File: src/design/isuh_defs.svh
// offsets, bit positions, reset values and timing counts of the status block
`ifndef ISUH_DEFS_SVH
`define ISUH_DEFS_SVH

// ----------------------------------------------------------------------
// register offsets (byte addresses)
// ----------------------------------------------------------------------
`define ISUH_OFS_STATUS 8'h58
`define ISUH_OFS_ENABLE 8'h5C
`define ISUH_OFS_SOURCE 8'h60

// ----------------------------------------------------------------------
// bit positions of the upper half
// ----------------------------------------------------------------------
`define ISUH_BIT_SWI 31
`define ISUH_BIT_READY 30
`define ISUH_BIT_TSU 29
`define ISUH_BIT_FABRIC 28
`define ISUH_BIT_PHY2 27
`define ISUH_BIT_PHY1 26
`define ISUH_BIT_TXHALT 25
`define ISUH_BIT_RXHALT 24
`define ISUH_BIT_DROPHALF 23
`define ISUH_BIT_LOADED 21
`define ISUH_BIT_RXDMA 20
`define ISUH_BIT_TIMER 19
`define ISUH_BIT_POWER 17
`define ISUH_BIT_TRANSMIT_STATUS_OVERFLOW_FLAG 16

// ----------------------------------------------------------------------
// masks and reset values
// ----------------------------------------------------------------------
`define ISUH_W1C_MASK 16'hC3BB
`define ISUH_RO_MASK 16'h3C00
`define ISUH_STATUS_RST 16'h0000
`define ISUH_ENABLE_RST 16'h0000
`define ISUH_SWREQ_BIT 15

// ----------------------------------------------------------------------
// timing: delay from reset release to device ready
// ----------------------------------------------------------------------
`define ISUH_READY_NS 80
`define ISUH_CLK_NS 8
`define ISUH_READY_CYC ((`ISUH_READY_NS + `ISUH_CLK_NS - 1) / `ISUH_CLK_NS)

`endif

File: src/design/isuh_pkg.sv
// types shared by the status block files
package isuh_pkg;

  // ----------------------------------------------------------------------
  // bus slave phase
  // ----------------------------------------------------------------------
  typedef enum logic [0:0] {
    ISUH_IDLE,
    ISUH_ACKED
  } isuh_bus_e;

  typedef logic [15:0] isuh_half_t;

endpackage : isuh_pkg

File: src/design/isuh_edge.sv
// rising-edge detector bank for the pulse-free event inputs
`timescale 1ns/1ps
module isuh_edge #(
  parameter int WIDTH = 4
) (
  input wire logic clk,
  input wire logic reset,
  input wire logic [WIDTH-1:0] level_in,
  output logic [WIDTH-1:0] rise_out
);

  // ----------------------------------------------------------------------
  // state
  // ----------------------------------------------------------------------
  typedef struct packed {
    logic [WIDTH-1:0] last;
    logic [WIDTH-1:0] rise;
  } isuh_edge_s;

  isuh_edge_s st_q;
  isuh_edge_s st_d;

  initial begin
    if (WIDTH < 1) $error("isuh_edge: width must be positive");
  end

  // one compare per bit; a level held high fires only once
  always_comb begin
    st_d = st_q;
    st_d.last = level_in;
    st_d.rise = level_in & ~st_q.last;
  end

  // register the copy
  always_ff @(posedge clk) begin
    if (reset) begin
      st_q <= '0;
    end else begin
      st_q <= st_d;
    end
  end

  assign rise_out = st_q.rise;

endmodule : isuh_edge

File: src/design/isuh_wrap.sv
// counter watchers: drop counter halfway and timer wrap detection
`timescale 1ns/1ps
module isuh_wrap #(
  parameter int DROP_W = 32,
  parameter int TIMER_W = 16
) (
  input wire logic clk,
  input wire logic reset,
  input wire logic [DROP_W-1:0] drop_count,
  input wire logic [TIMER_W-1:0] general_timer_count,
  output logic drop_half_pulse,
  output logic timer_wrap_pulse
);

  // ----------------------------------------------------------------------
  // state
  // ----------------------------------------------------------------------
  typedef struct packed {
    logic [DROP_W-1:0] drop_last;
    logic [TIMER_W-1:0] timer_last;
    logic primed;
    logic half;
    logic wrap;
  } isuh_wrap_s;

  isuh_wrap_s st_q;
  isuh_wrap_s st_d;

  initial begin
    if (DROP_W < 2 || TIMER_W < 1) $error("isuh_wrap: bad widths");
  end

  // compare previous and present value; first sample only primes
  always_comb begin
    st_d = st_q;
    st_d.drop_last = drop_count;
    st_d.timer_last = general_timer_count;
    st_d.primed = 1'b1;
    // halfway: 7FFFFFFF to 80000000
    st_d.half = st_q.primed && !st_q.drop_last[DROP_W-1]
      && (&st_q.drop_last[DROP_W-2:0]) && drop_count[DROP_W-1]
      && (drop_count[DROP_W-2:0] == '0);
    // wrap: zero to all ones
    st_d.wrap = st_q.primed && (st_q.timer_last == '0)
      && (&general_timer_count);
  end

  // register the copy
  always_ff @(posedge clk) begin
    if (reset) begin
      st_q <= '0;
    end else begin
      st_q <= st_d;
    end
  end

  assign drop_half_pulse = st_q.half;
  assign timer_wrap_pulse = st_q.wrap;

endmodule : isuh_wrap

File: src/design/isuh_top.sv
// interrupt status upper half with a classic wishbone slave
//
// The Wishbone slave port was decided locally.
`timescale 1ns/1ps
`include "isuh_defs.svh"
module isuh_top #(
  parameter int READY_CYC = `ISUH_READY_CYC
) (
  input wire logic clk,
  input wire logic reset,
  // classic wishbone slave
  input wire logic wb_cyc_i,
  input wire logic wb_stb_i,
  input wire logic wb_we_i,
  input wire logic [7:0] wb_adr_i,
  input wire logic [3:0] wb_sel_i,
  input wire logic [31:0] wb_dat_i,
  output logic [31:0] wb_dat_o,
  output logic wb_ack_o,
  output logic wb_err_o,
  // event sources, same clock
  input wire logic timestamp_unit_event,
  input wire logic fabric_event,
  input wire logic second_port_transceiver_event,
  input wire logic first_port_transceiver_event,
  input wire logic transmit_stop_request,
  input wire logic transmitter_halted,
  input wire logic receiver_halted,
  input wire logic [31:0] drop_count,
  input wire logic buffer_loaded_pulse,
  input wire logic receive_count_done_pulse,
  input wire logic [15:0] general_timer_count,
  input wire logic power_event_pulse,
  input wire logic power_control_pending,
  input wire logic status_fifo_overflow_pulse,
  // results
  output logic master_irq,
  output logic power_irq
);

  // ----------------------------------------------------------------------
  // state
  // ----------------------------------------------------------------------
  typedef struct packed {
    isuh_pkg::isuh_bus_e bus;
    isuh_pkg::isuh_half_t status;
    isuh_pkg::isuh_half_t enable;
    logic [31:0] rdata;
    logic ack;
    logic err;
    logic [7:0] ready_cnt;
    logic ready_done;
    logic irq;
    logic pirq;
  } isuh_top_s;

  isuh_top_s st_q;
  isuh_top_s st_d;

  // halt levels turned into one-cycle events
  logic [1:0] halt_rise;
  // counter watcher outputs
  logic drop_half;
  logic timer_wrap;
  // combinational helpers
  logic req;
  logic wr_status;
  logic [15:0] set_v;
  logic [15:0] clr_v;
  logic [15:0] wdat_hi;
  logic [15:0] ro_v;

  initial begin
    if (READY_CYC < 1 || READY_CYC > 255)
      $error("isuh_top: ready count out of range");
  end

  // ----------------------------------------------------------------------
  // event shapers
  // ----------------------------------------------------------------------
  isuh_edge #(
    .WIDTH(2)
  ) u_edge (
    .clk(clk),
    .reset(reset),
    .level_in({transmit_stop_request & transmitter_halted,
               receiver_halted}),
    .rise_out(halt_rise)
  );

  isuh_wrap #(
    .DROP_W(32),
    .TIMER_W(16)
  ) u_wrap (
    .clk(clk),
    .reset(reset),
    .drop_count(drop_count),
    .general_timer_count(general_timer_count),
    .drop_half_pulse(drop_half),
    .timer_wrap_pulse(timer_wrap)
  );

  // ----------------------------------------------------------------------
  // bus decode and next state
  // ----------------------------------------------------------------------
  always_comb begin
    st_d = st_q;
    req = wb_cyc_i && wb_stb_i && (st_q.bus == isuh_pkg::ISUH_IDLE);
    wr_status = 1'b0;
    // only the upper two byte lanes reach the upper half
    wdat_hi = wb_dat_i[31:16] & {{8{wb_sel_i[3]}}, {8{wb_sel_i[2]}}};

    // summary bits follow their sources directly
    ro_v = 16'h0000;
    ro_v[`ISUH_BIT_TSU - 16] = timestamp_unit_event;
    ro_v[`ISUH_BIT_FABRIC - 16] = fabric_event;
    ro_v[`ISUH_BIT_PHY2 - 16] = second_port_transceiver_event;
    ro_v[`ISUH_BIT_PHY1 - 16] = first_port_transceiver_event;

    // sticky set sources; not gated by enable, except the software flag, which is set from enable bit 15
    set_v = 16'h0000;
    set_v[`ISUH_BIT_SWI - 16] = st_q.enable[`ISUH_SWREQ_BIT];
    set_v[`ISUH_BIT_READY - 16] = !st_q.ready_done
      && (st_q.ready_cnt == 8'(READY_CYC - 1));
    set_v[`ISUH_BIT_TXHALT - 16] = halt_rise[1];
    set_v[`ISUH_BIT_RXHALT - 16] = halt_rise[0];
    set_v[`ISUH_BIT_DROPHALF - 16] = drop_half;
    set_v[`ISUH_BIT_LOADED - 16] = buffer_loaded_pulse;
    set_v[`ISUH_BIT_RXDMA - 16] = receive_count_done_pulse;
    set_v[`ISUH_BIT_TIMER - 16] = timer_wrap;
    set_v[`ISUH_BIT_POWER - 16] = power_event_pulse;
    set_v[`ISUH_BIT_TRANSMIT_STATUS_OVERFLOW_FLAG - 16] = status_fifo_overflow_pulse;

    // ready counter runs once after reset release
    if (!st_q.ready_done) begin
      if (st_q.ready_cnt == 8'(READY_CYC - 1)) begin
        st_d.ready_done = 1'b1;
      end else begin
        st_d.ready_cnt = st_q.ready_cnt + 8'h01;
      end
    end

    // ack drops the cycle after it was given
    st_d.ack = 1'b0;
    st_d.err = 1'b0;
    st_d.bus = isuh_pkg::ISUH_IDLE;
    if (req) begin
      st_d.bus = isuh_pkg::ISUH_ACKED;
      st_d.rdata = 32'h0000_0000;
      if (wb_adr_i == `ISUH_OFS_STATUS) begin
        st_d.ack = 1'b1;
        st_d.rdata = {(st_q.status & ~`ISUH_RO_MASK) | ro_v, 16'h0000};
        wr_status = wb_we_i;
      end else if (wb_adr_i == `ISUH_OFS_ENABLE) begin
        st_d.ack = 1'b1;
        st_d.rdata = {st_q.enable, 16'h0000};
        if (wb_we_i) begin
          // enables change the output gating; bit 15 also requests the software flag
          st_d.enable = wdat_hi & (`ISUH_W1C_MASK | `ISUH_RO_MASK);
          st_d.enable[`ISUH_SWREQ_BIT] = wdat_hi[`ISUH_SWREQ_BIT];
        end
      end else if (wb_adr_i == `ISUH_OFS_SOURCE) begin
        // raw source view, for diagnosis
        st_d.ack = 1'b1;
        st_d.rdata = {ro_v, 15'h0000, power_control_pending};
      end else begin
        // unmapped address answers with an error
        st_d.err = 1'b1;
      end
    end

    // write-one clears; reserved and summary bits never written
    clr_v = wr_status ? (wdat_hi & `ISUH_W1C_MASK) : 16'h0000;
    // power bit stays while control bits still pending
    if (power_control_pending) begin
      clr_v[`ISUH_BIT_POWER - 16] = 1'b0;
    end
    // set beats clear in the same cycle
    st_d.status = ((st_q.status & ~clr_v) | set_v)
      & `ISUH_W1C_MASK;

    // master line: any enabled active bit, no interval
    st_d.irq = |(((st_d.status | ro_v)) & st_d.enable
      & (`ISUH_W1C_MASK | `ISUH_RO_MASK));
    // power line goes straight through, never held off
    st_d.pirq = st_d.status[`ISUH_BIT_POWER - 16]
      & st_d.enable[`ISUH_BIT_POWER - 16];
  end

  // ----------------------------------------------------------------------
  // state register
  // ----------------------------------------------------------------------
  always_ff @(posedge clk) begin
    if (reset) begin
      st_q <= '0;
      st_q.status <= `ISUH_STATUS_RST;
      st_q.enable <= `ISUH_ENABLE_RST;
    end else begin
      st_q <= st_d;
    end
  end

  // outputs straight from flops
  assign wb_dat_o = st_q.rdata;
  assign wb_ack_o = st_q.ack;
  assign wb_err_o = st_q.err;
  assign master_irq = st_q.irq;
  assign power_irq = st_q.pirq;
endmodule : isuh_top

File: config.mk
export PLATFORM = sky130hd
export DESIGN_NAME = isuh_top
export DESIGN_NICKNAME = d
export VERILOG_FILES = /design/src/design/isuh_pkg.sv /design/src/design/isuh_edge.sv /design/src/design/isuh_wrap.sv /design/src/design/isuh_top.sv
export VERILOG_INCLUDE_DIRS = /design/src /design/src/design
export SDC_FILE = /design/constraint.sdc
export NUM_CORES = 1
export LEC_CHECK = 0
export BUFFER_PORTS_ARGS = -buffer_cell sky130_fd_sc_hd__buf_2
export CORE_MARGIN = 8
export CORE_UTILIZATION = 53
export CTS_CLUSTER_DIAMETER = 120
export DETAILED_ROUTE_END_ITERATION = 6
export PLACE_DENSITY_LB_ADDON = 0.25
export SKIP_LAST_GASP = 1
export SYNTH_ARGS = -nofsm -noshare
export SYNTH_HDL_FRONTEND = slang
export SYNTH_SLANG_ARGS = --single-unit
File: constraint.sdc
create_clock -name clk -period 4.1 [get_ports clk]
set_input_delay 0.82 -clock clk [delete_from_list [all_inputs] [get_ports clk]]
set_output_delay 0.82 -clock clk [all_outputs]
set_load 0.02 [all_outputs]
==> results of run 1 <==
==> worst max path at each step <==
stage,start,end,slack [ns],cells past startpoint
final,wb_adr_i[1],master_irq$_SDFF_PP0_,1.31,7
after floorplan,wb_adr_i[1],master_irq$_SDFF_PP0_,1.56,6
after global routing,wb_adr_i[1],master_irq$_SDFF_PP0_,1.22,7
after detailed placement,wb_adr_i[1],master_irq$_SDFF_PP0_,0.93,7
after CTS,wb_adr_i[1],master_irq$_SDFF_PP0_,1.32,7
after global placement,wb_adr_i[1],master_irq$_SDFF_PP0_,0.97,7
==> flip-flops by register name, summed over array words and instances, names as in the netlist <==
| register | flops |
|---|---|
| u_wrap.timer_wrap_pulse | 1 |
| u_wrap.drop_half_pulse | 1 |
| master_irq | 1 |
| wb_err_o | 1 |
| u_edge.st_q | 2 |
| set_v | 1 |
| wb_dat_o | 15 |
| wb_ack_o | 1 |
| st_q | 33 |
| u_edge.rise_out | 2 |
| u_wrap.st_q | 49 |
| power_irq | 1 |
==> critical path, stage by stage <==
cell and delay [ns]:
buf_2 0.11, nor4b_2 0.45, and4_1 0.71, mux2_2 0.41
a2bb2oi_1 0.20, o2111a_1 0.23, a41oi_1 0.09
==> power groups by stage <==
stage / combinational, mW / clock [mW] / sequential (mW)
finish: 0.143 / 0.603 / 1.10
global route: 0.159 / 0.664 / 1.10
CTS: 0.143 / 0.620 / 1.10
detailed placement: 0.142 / 0 / 1.12
global placement: 0.140 / 0 / 1.12
floorplan: 0.0889 / 0 / 1.12
==> routing by layer <==
metal  track usage, %  share of wire, %  vias up
met1             18.1                42     1476
met4             4.49              0.82        0
met5                0                 0        -
li1                 -                 -     1662
met2             28.7                49      116
met3             5.77               8.1        7
==> cell usage in the layout, fill, tap and decap left out, types with 2 or more instances in the layout <==
master / instances
dfxtp_1: 108
buf_2: 107
nor2b_1: 51
nor2_1: 33
nand2_1: 32
a21oi_1: 21
conb_1: 17
nand3_1: 16
a22oi_1: 15
nand4_1: 13
and2_1: 11
nor4_1: 11
o21ai_0: 10
nor3_1: 9
clkbuf_8: 9
mux2i_1: 8
buf_4: 6
inv_1: 5
xor2_1: 5
and3_1: 4
and3b_1: 3
and4b_1: 3
nand2b_1: 3
inv_6: 3
nor3b_1: 2
nor4b_1: 2
a21o_1: 2
nand4b_1: 2
or4_1: 2
xnor2_1: 2
ha_1: 2
inv_8: 2
==> metrics by stage <==
step                      hold slack [ns]  cell area [µm²]  worst slack [ns]  std cells  total power, mW
final                               0.387             4850              1.31        640             1.84
after global routing                0.406             4850              1.22        640             1.92
after CTS                           0.390             4850              1.32        640             1.86
after detailed placement            0.376             4660             0.925        624             1.26
after global placement              0.373             4660             0.973        624             1.26
after floorplan                     0.367             4270              1.56        458             1.21
==> kinds of logic after synthesis <==
family	count (synthesis)	synth area share, %
adders and majority gates	2	0.595
other	1	0.0891
AOI/OAI and AO/OA	57	8.71
and+or+nand+nor	204	27.6
muxes	9	2.17
DFF	108	51.4
buffers and inverters	54	8.03
xor gates and xnor gates	7	1.46
==> layout make-up <==
class / instances / area (µm²) / share of cell area (%)
clock buffers: 9 / 124 / 2.56
inverters: 5 / 18.8 / 0.387
repair buffers: 113 / 581 / 12.0
multi-input cells: 296 / 1770 / 36.5
well taps: 102 / 128 / 2.63
flip-flops and latches: 108 / 2160 / 44.6
clock inverters: 7 / 65.1 / 1.34
==> impl_metrics.yaml, run 1 <==
sta:
  slew_viol_final: 0
  finalHoldViolCount: 0
  max_freq_mhz: 359
  finalSetupTns_ns: 0
  rsz0062_at_grt: "false"
  setup_violations: 0
  worst_slew_pin_slew_ns: 0.899
  period_share_pct: 68.0
  period_minus_slack_ns: 2.79
  maxSlewHeadroom_pct: 40.1
  finalClockSkew_ns: 0.00793
logic_synthesis:
  synthTopCellsByCount: "dfxtp_1 (108), nor2b_1 (51), nor2_1 (33), buf_4 (32), nand2_1 (32)"
  synth-seq-cells: 108
  syn_inst: 442
  syn_avg_cell_area_um2: 9.52
  ys_seq_area_share_pct: 51.4
  synth.distinct_cells: 48
  synth.largest_area_cell: "dfxtp_1"
  synth.most_common_cell: "dfxtp_1"
  async_flop_share_pct: 0
  synth_flop_cell: "dfxtp_1"
  yosys_warnings: 0
  synthTopCellsByArea: "dfxtp_1 (51%), nor2b_1 (7.6%), buf_4 (5.7%)"
  synth_top_cell_area_share_pct: 51.4
  synth_area_um2: 4210
  synth_edf_count: 0
global_routing:
  grt_usage_pct: 16.3
  grt_max_degree: 52
  grt.overflow.total: 0
  grt_first_pass_wirelength_mm: 15.0
  antenna_found_initial: 0
  grt_pass1_vias: 3399
setup_path:
  setup.worst_path.class: "in -> reg"
  r2r_start: "st_q[77]$_SDFF_PP0_"
  path_max_fanout: 12
  cp_data_required_time_ns: 4.34
  reg2reg_depth: 6
  ff2ff_setup_slack_ns: 1.84
  crit_arrival_ns: 3.03
  crit_path_end_kind: "flop"
  r2r-end: "master_irq$_SDFF_PP0_"
  crit_path_start_kind: "primary input"
job:
  max-cap-violations: 0
clock_tree:
  post_cts_buffers: 0
  cts_inserted_buffers: 9
  clkSlewWorstSetupHoldPaths_ns: 0.10
  cts-root-buf: "clkbuf_8"
  h-tree-depth: 3
  numClockSinks: 108
  ctsResizeCount: 0
  cts_hold_repair.buffers: 0
  clk_path_buf_depth: 2
  cts_tree: "done"
  clk-insertion-delay-late_ns: 0.36
routing:
  routedWlPerCell_um: 14.2
  drt-total-wl_mm: 9.10
  routed_via_density: 5.10
  ant_nets: 0
  drc: 0
  drt-pass1-iter-count: 6
  via_count: 3261
  first_iter_violations: 66
floorplanning:
  core_area_um2: 7730
  fp-row-count: 32
  pin_count: 145
  die_area_um2: 11000
  die_width_um: 105
  start_util_pct: 54.5
  die_h_um: 105
final_layout:
  fin_util_pct: 62.7
  drive_above_1_share_pct: 25.3
  area_growth_pct: 15.2
  nets: 644
  fillers: 678
  antenna-diode-count: 0
pwr:
  clock_power_share_pct: 32.7
  p_leak_nw: 2.00
  internal_power_mw: 1.38
  power_density_nw_per_um2: 380
  switchingPower_uw: 459
  swShare_pct: 24.9
  vdd_ir_drop_max_mv: 0.248
  combPwrFrac_pct: 7.7
  seq_power_share_pct: 59.5
min_path:
  min_to: "u_edge.rise_out[0]$_SDFF_PP0_"
  hp-class: "reg -> reg"
  hold_depth: 1
  hold_path_startpoint: "u_edge.st_q[2]$_SDFF_PP0_"
run_status:
  status: "completed"
placed_design:
  dpl.hpwl_mm: 6.99
  numPortBuffers: 107
  gp_congestion: 0.764
Note: power is estimated with default switching activity, not from simulation.
==> run 2, diff against run 1 <==
Settings changed: CORE_UTILIZATION 53 to 50.
Clock period 4.1 ns to 2.69 ns, I/O delays scaled along.
==> run 2 against run 1 <==
  * Clock skew up 0.0051 ns
  * Combinational power up 54%
  * Critical path depth up 1
  * Clock-buffer cell count unchanged
  * Via count up 1.0%
  * Sequential power up 52%
  * Final area up 1.8%
  * Register-to-register slack worse by 1.1 ns
  * Setup slack worse by 0.74 ns
  * Sequential share of layout area down 0.77 points
  * Routed wire length up 3.6%
  * Critical path type unchanged
  * Largest cell class unchanged
==> impl_metrics.yaml, run 2 (synthesis results as in run 1) <==
final_layout:
  antenna-diode-count: 0
  final_cell_mix: "dfxtp_1 (108), buf_2 (107), nor2b_1 (51)"
  area_growth_pct: 17.2
  final_area_um2: 4930
  fillers: 722
  nets: 650
  drive_above_1_share_pct: 26.1
  regMostFlops: "u_wrap.st_q"
  layout_commonest_cell: "dfxtp_1"
  largest_reg_flops: 49
floorplanning:
  pin_count: 145
  die_width_um: 108
  start_util_pct: 51.5
  fp-row-count: 33
  core_area_um2: 8180
  die_h_um: 108
  die_area_um2: 11600
setup_path:
  cp_data_required_time_ns: 2.94
  crit_arrival_ns: 2.36
  path_max_fanout: 9
  crit_start: "wb_adr_i[1]"
  crit_path_end_kind: "flop"
  crit_path_start_kind: "primary input"
  r2r_start: "st_q[77]$_SDFF_PP0_"
  setup.worst_path.class: "in -> reg"
routing:
  drc: 0
  via_count: 3294
  routed_via_density: 5.08
  drt-pass1-iter-count: 5
  ant_nets: 0
  drt-total-wl_mm: 9.43
  routedWlPerCell_um: 14.5
  first_iter_violations: 109
clock_tree:
  ctsResizeCount: 0
  clkSlewWorstSetupHoldPaths_ns: 0.10
  post_cts_buffers: 0
  cts-root-buf: "clkbuf_8"
  numClockSinks: 108
  cts_tree: "done"
  clk-insertion-delay-late_ns: 0.37
  h-tree-depth: 3
  cts_inserted_buffers: 9
  cts_hold_repair.buffers: 0
  clk_path_buf_depth: 2
pwr:
  p_leak_nw: 2.05
  power_density_nw_per_um2: 593
  clock_power_share_pct: 35.4
  internal_power_mw: 2.21
  switchingPower_uw: 719
  combPwrFrac_pct: 7.5
  swShare_pct: 24.6
  vdd_ir_drop_max_mv: 0.276
  seq_power_share_pct: 57.1
global_routing:
  grt_pass1_vias: 3301
  grt.overflow.total: 0
  grt_max_degree: 47
  grt_usage_pct: 16.1
  grt_first_pass_wirelength_mm: 15.1
  antenna_found_initial: 0
placed_design:
  placed_area_um2: 4720
  gp_congestion: 0.800
  dpl.hpwl_mm: 7.12
  numPortBuffers: 107
sta:
  setup_violations: 0
  rsz0062_at_grt: "false"
  finalHoldViolCount: 0
  max_freq_mhz: 473
  slew_viol_final: 0
  finalClockSkew_ns: 0.0130
  finalSetupTns_ns: 0
  period_minus_slack_ns: 2.11
  period_share_pct: 78.6
min_path:
  hold_path_startpoint: "u_edge.st_q[2]$_SDFF_PP0_"
  hp-class: "reg -> reg"
job:
  max-cap-violations: 0
run_status:
  status: "completed"
[run 2: cell type report]
cell class | instances | area, µm² | area share (%)
sequential | 108 | 2160 | 43.8
multi-input combinational | 296 | 1770 | 35.9
timing repair buffer | 119 | 638 | 12.9
tap | 105 | 131 | 2.66
clock buffer | 9 | 124 | 2.51
clock inverter | 7 | 88.8 | 1.80
inverter | 5 | 18.8 | 0.381
[run 2: metal layers]
metal	track usage (%)	wire length, µm	part of all wire [%]
met3	4.73	804	8.5
met2	28.0	4600	49
met1	18.1	3890	41
met5	0	0	0
met4	6.34	135	1.4
[run 2: worst max-delay path: stages]
cell and delay (ns):
buf_2 0.11, or4b_4 0.55, nor4b_4 0.26, buf_4 0.22, nand4b_1 0.11, a21oi_1 0.27, o22a_1 0.19, a41oi_1 0.10
[run 2: power by group through the flow]
stage          Combinational [mW]  Clock, mW  Sequential, mW
5_1_grt                     0.245       1.12            1.68
3_3_place_gp                0.216          0            1.71
2_1_floorplan               0.136          0            1.70
4_1_cts                     0.220       1.06            1.67
6_report                    0.220       1.03            1.67
3_5_place_dp                0.219          0            1.71
[run 2: final timing paths]
check                                  end  slack, ns  cells past startpoint
min          u_edge.rise_out[0]$_SDFF_PP0_       0.39                      1
max                  master_irq$_SDFF_PP0_       0.58                      8
max reg2reg          master_irq$_SDFF_PP0_       0.77                      7
min reg2reg  u_edge.rise_out[0]$_SDFF_PP0_       0.39                      1
[run 2: through the flow]
stage / cells / hold WS [ns] / util [%] / setup WS (ns) / power, mW
2_1_floorplan: 458 / 0.367 / - / 0.437 / 1.84
3_3_place_gp: 633 / 0.373 / 57.7 / 0.230 / 1.92
3_5_place_dp: 633 / 0.376 / 57.7 / 0.208 / 1.93
4_1_cts: 649 / 0.368 / 60.3 / 0.609 / 2.95
5_1_grt: 649 / 0.382 / 60.3 / 0.471 / 3.04
6_report: 649 / 0.387 / 60.3 / 0.575 / 2.92
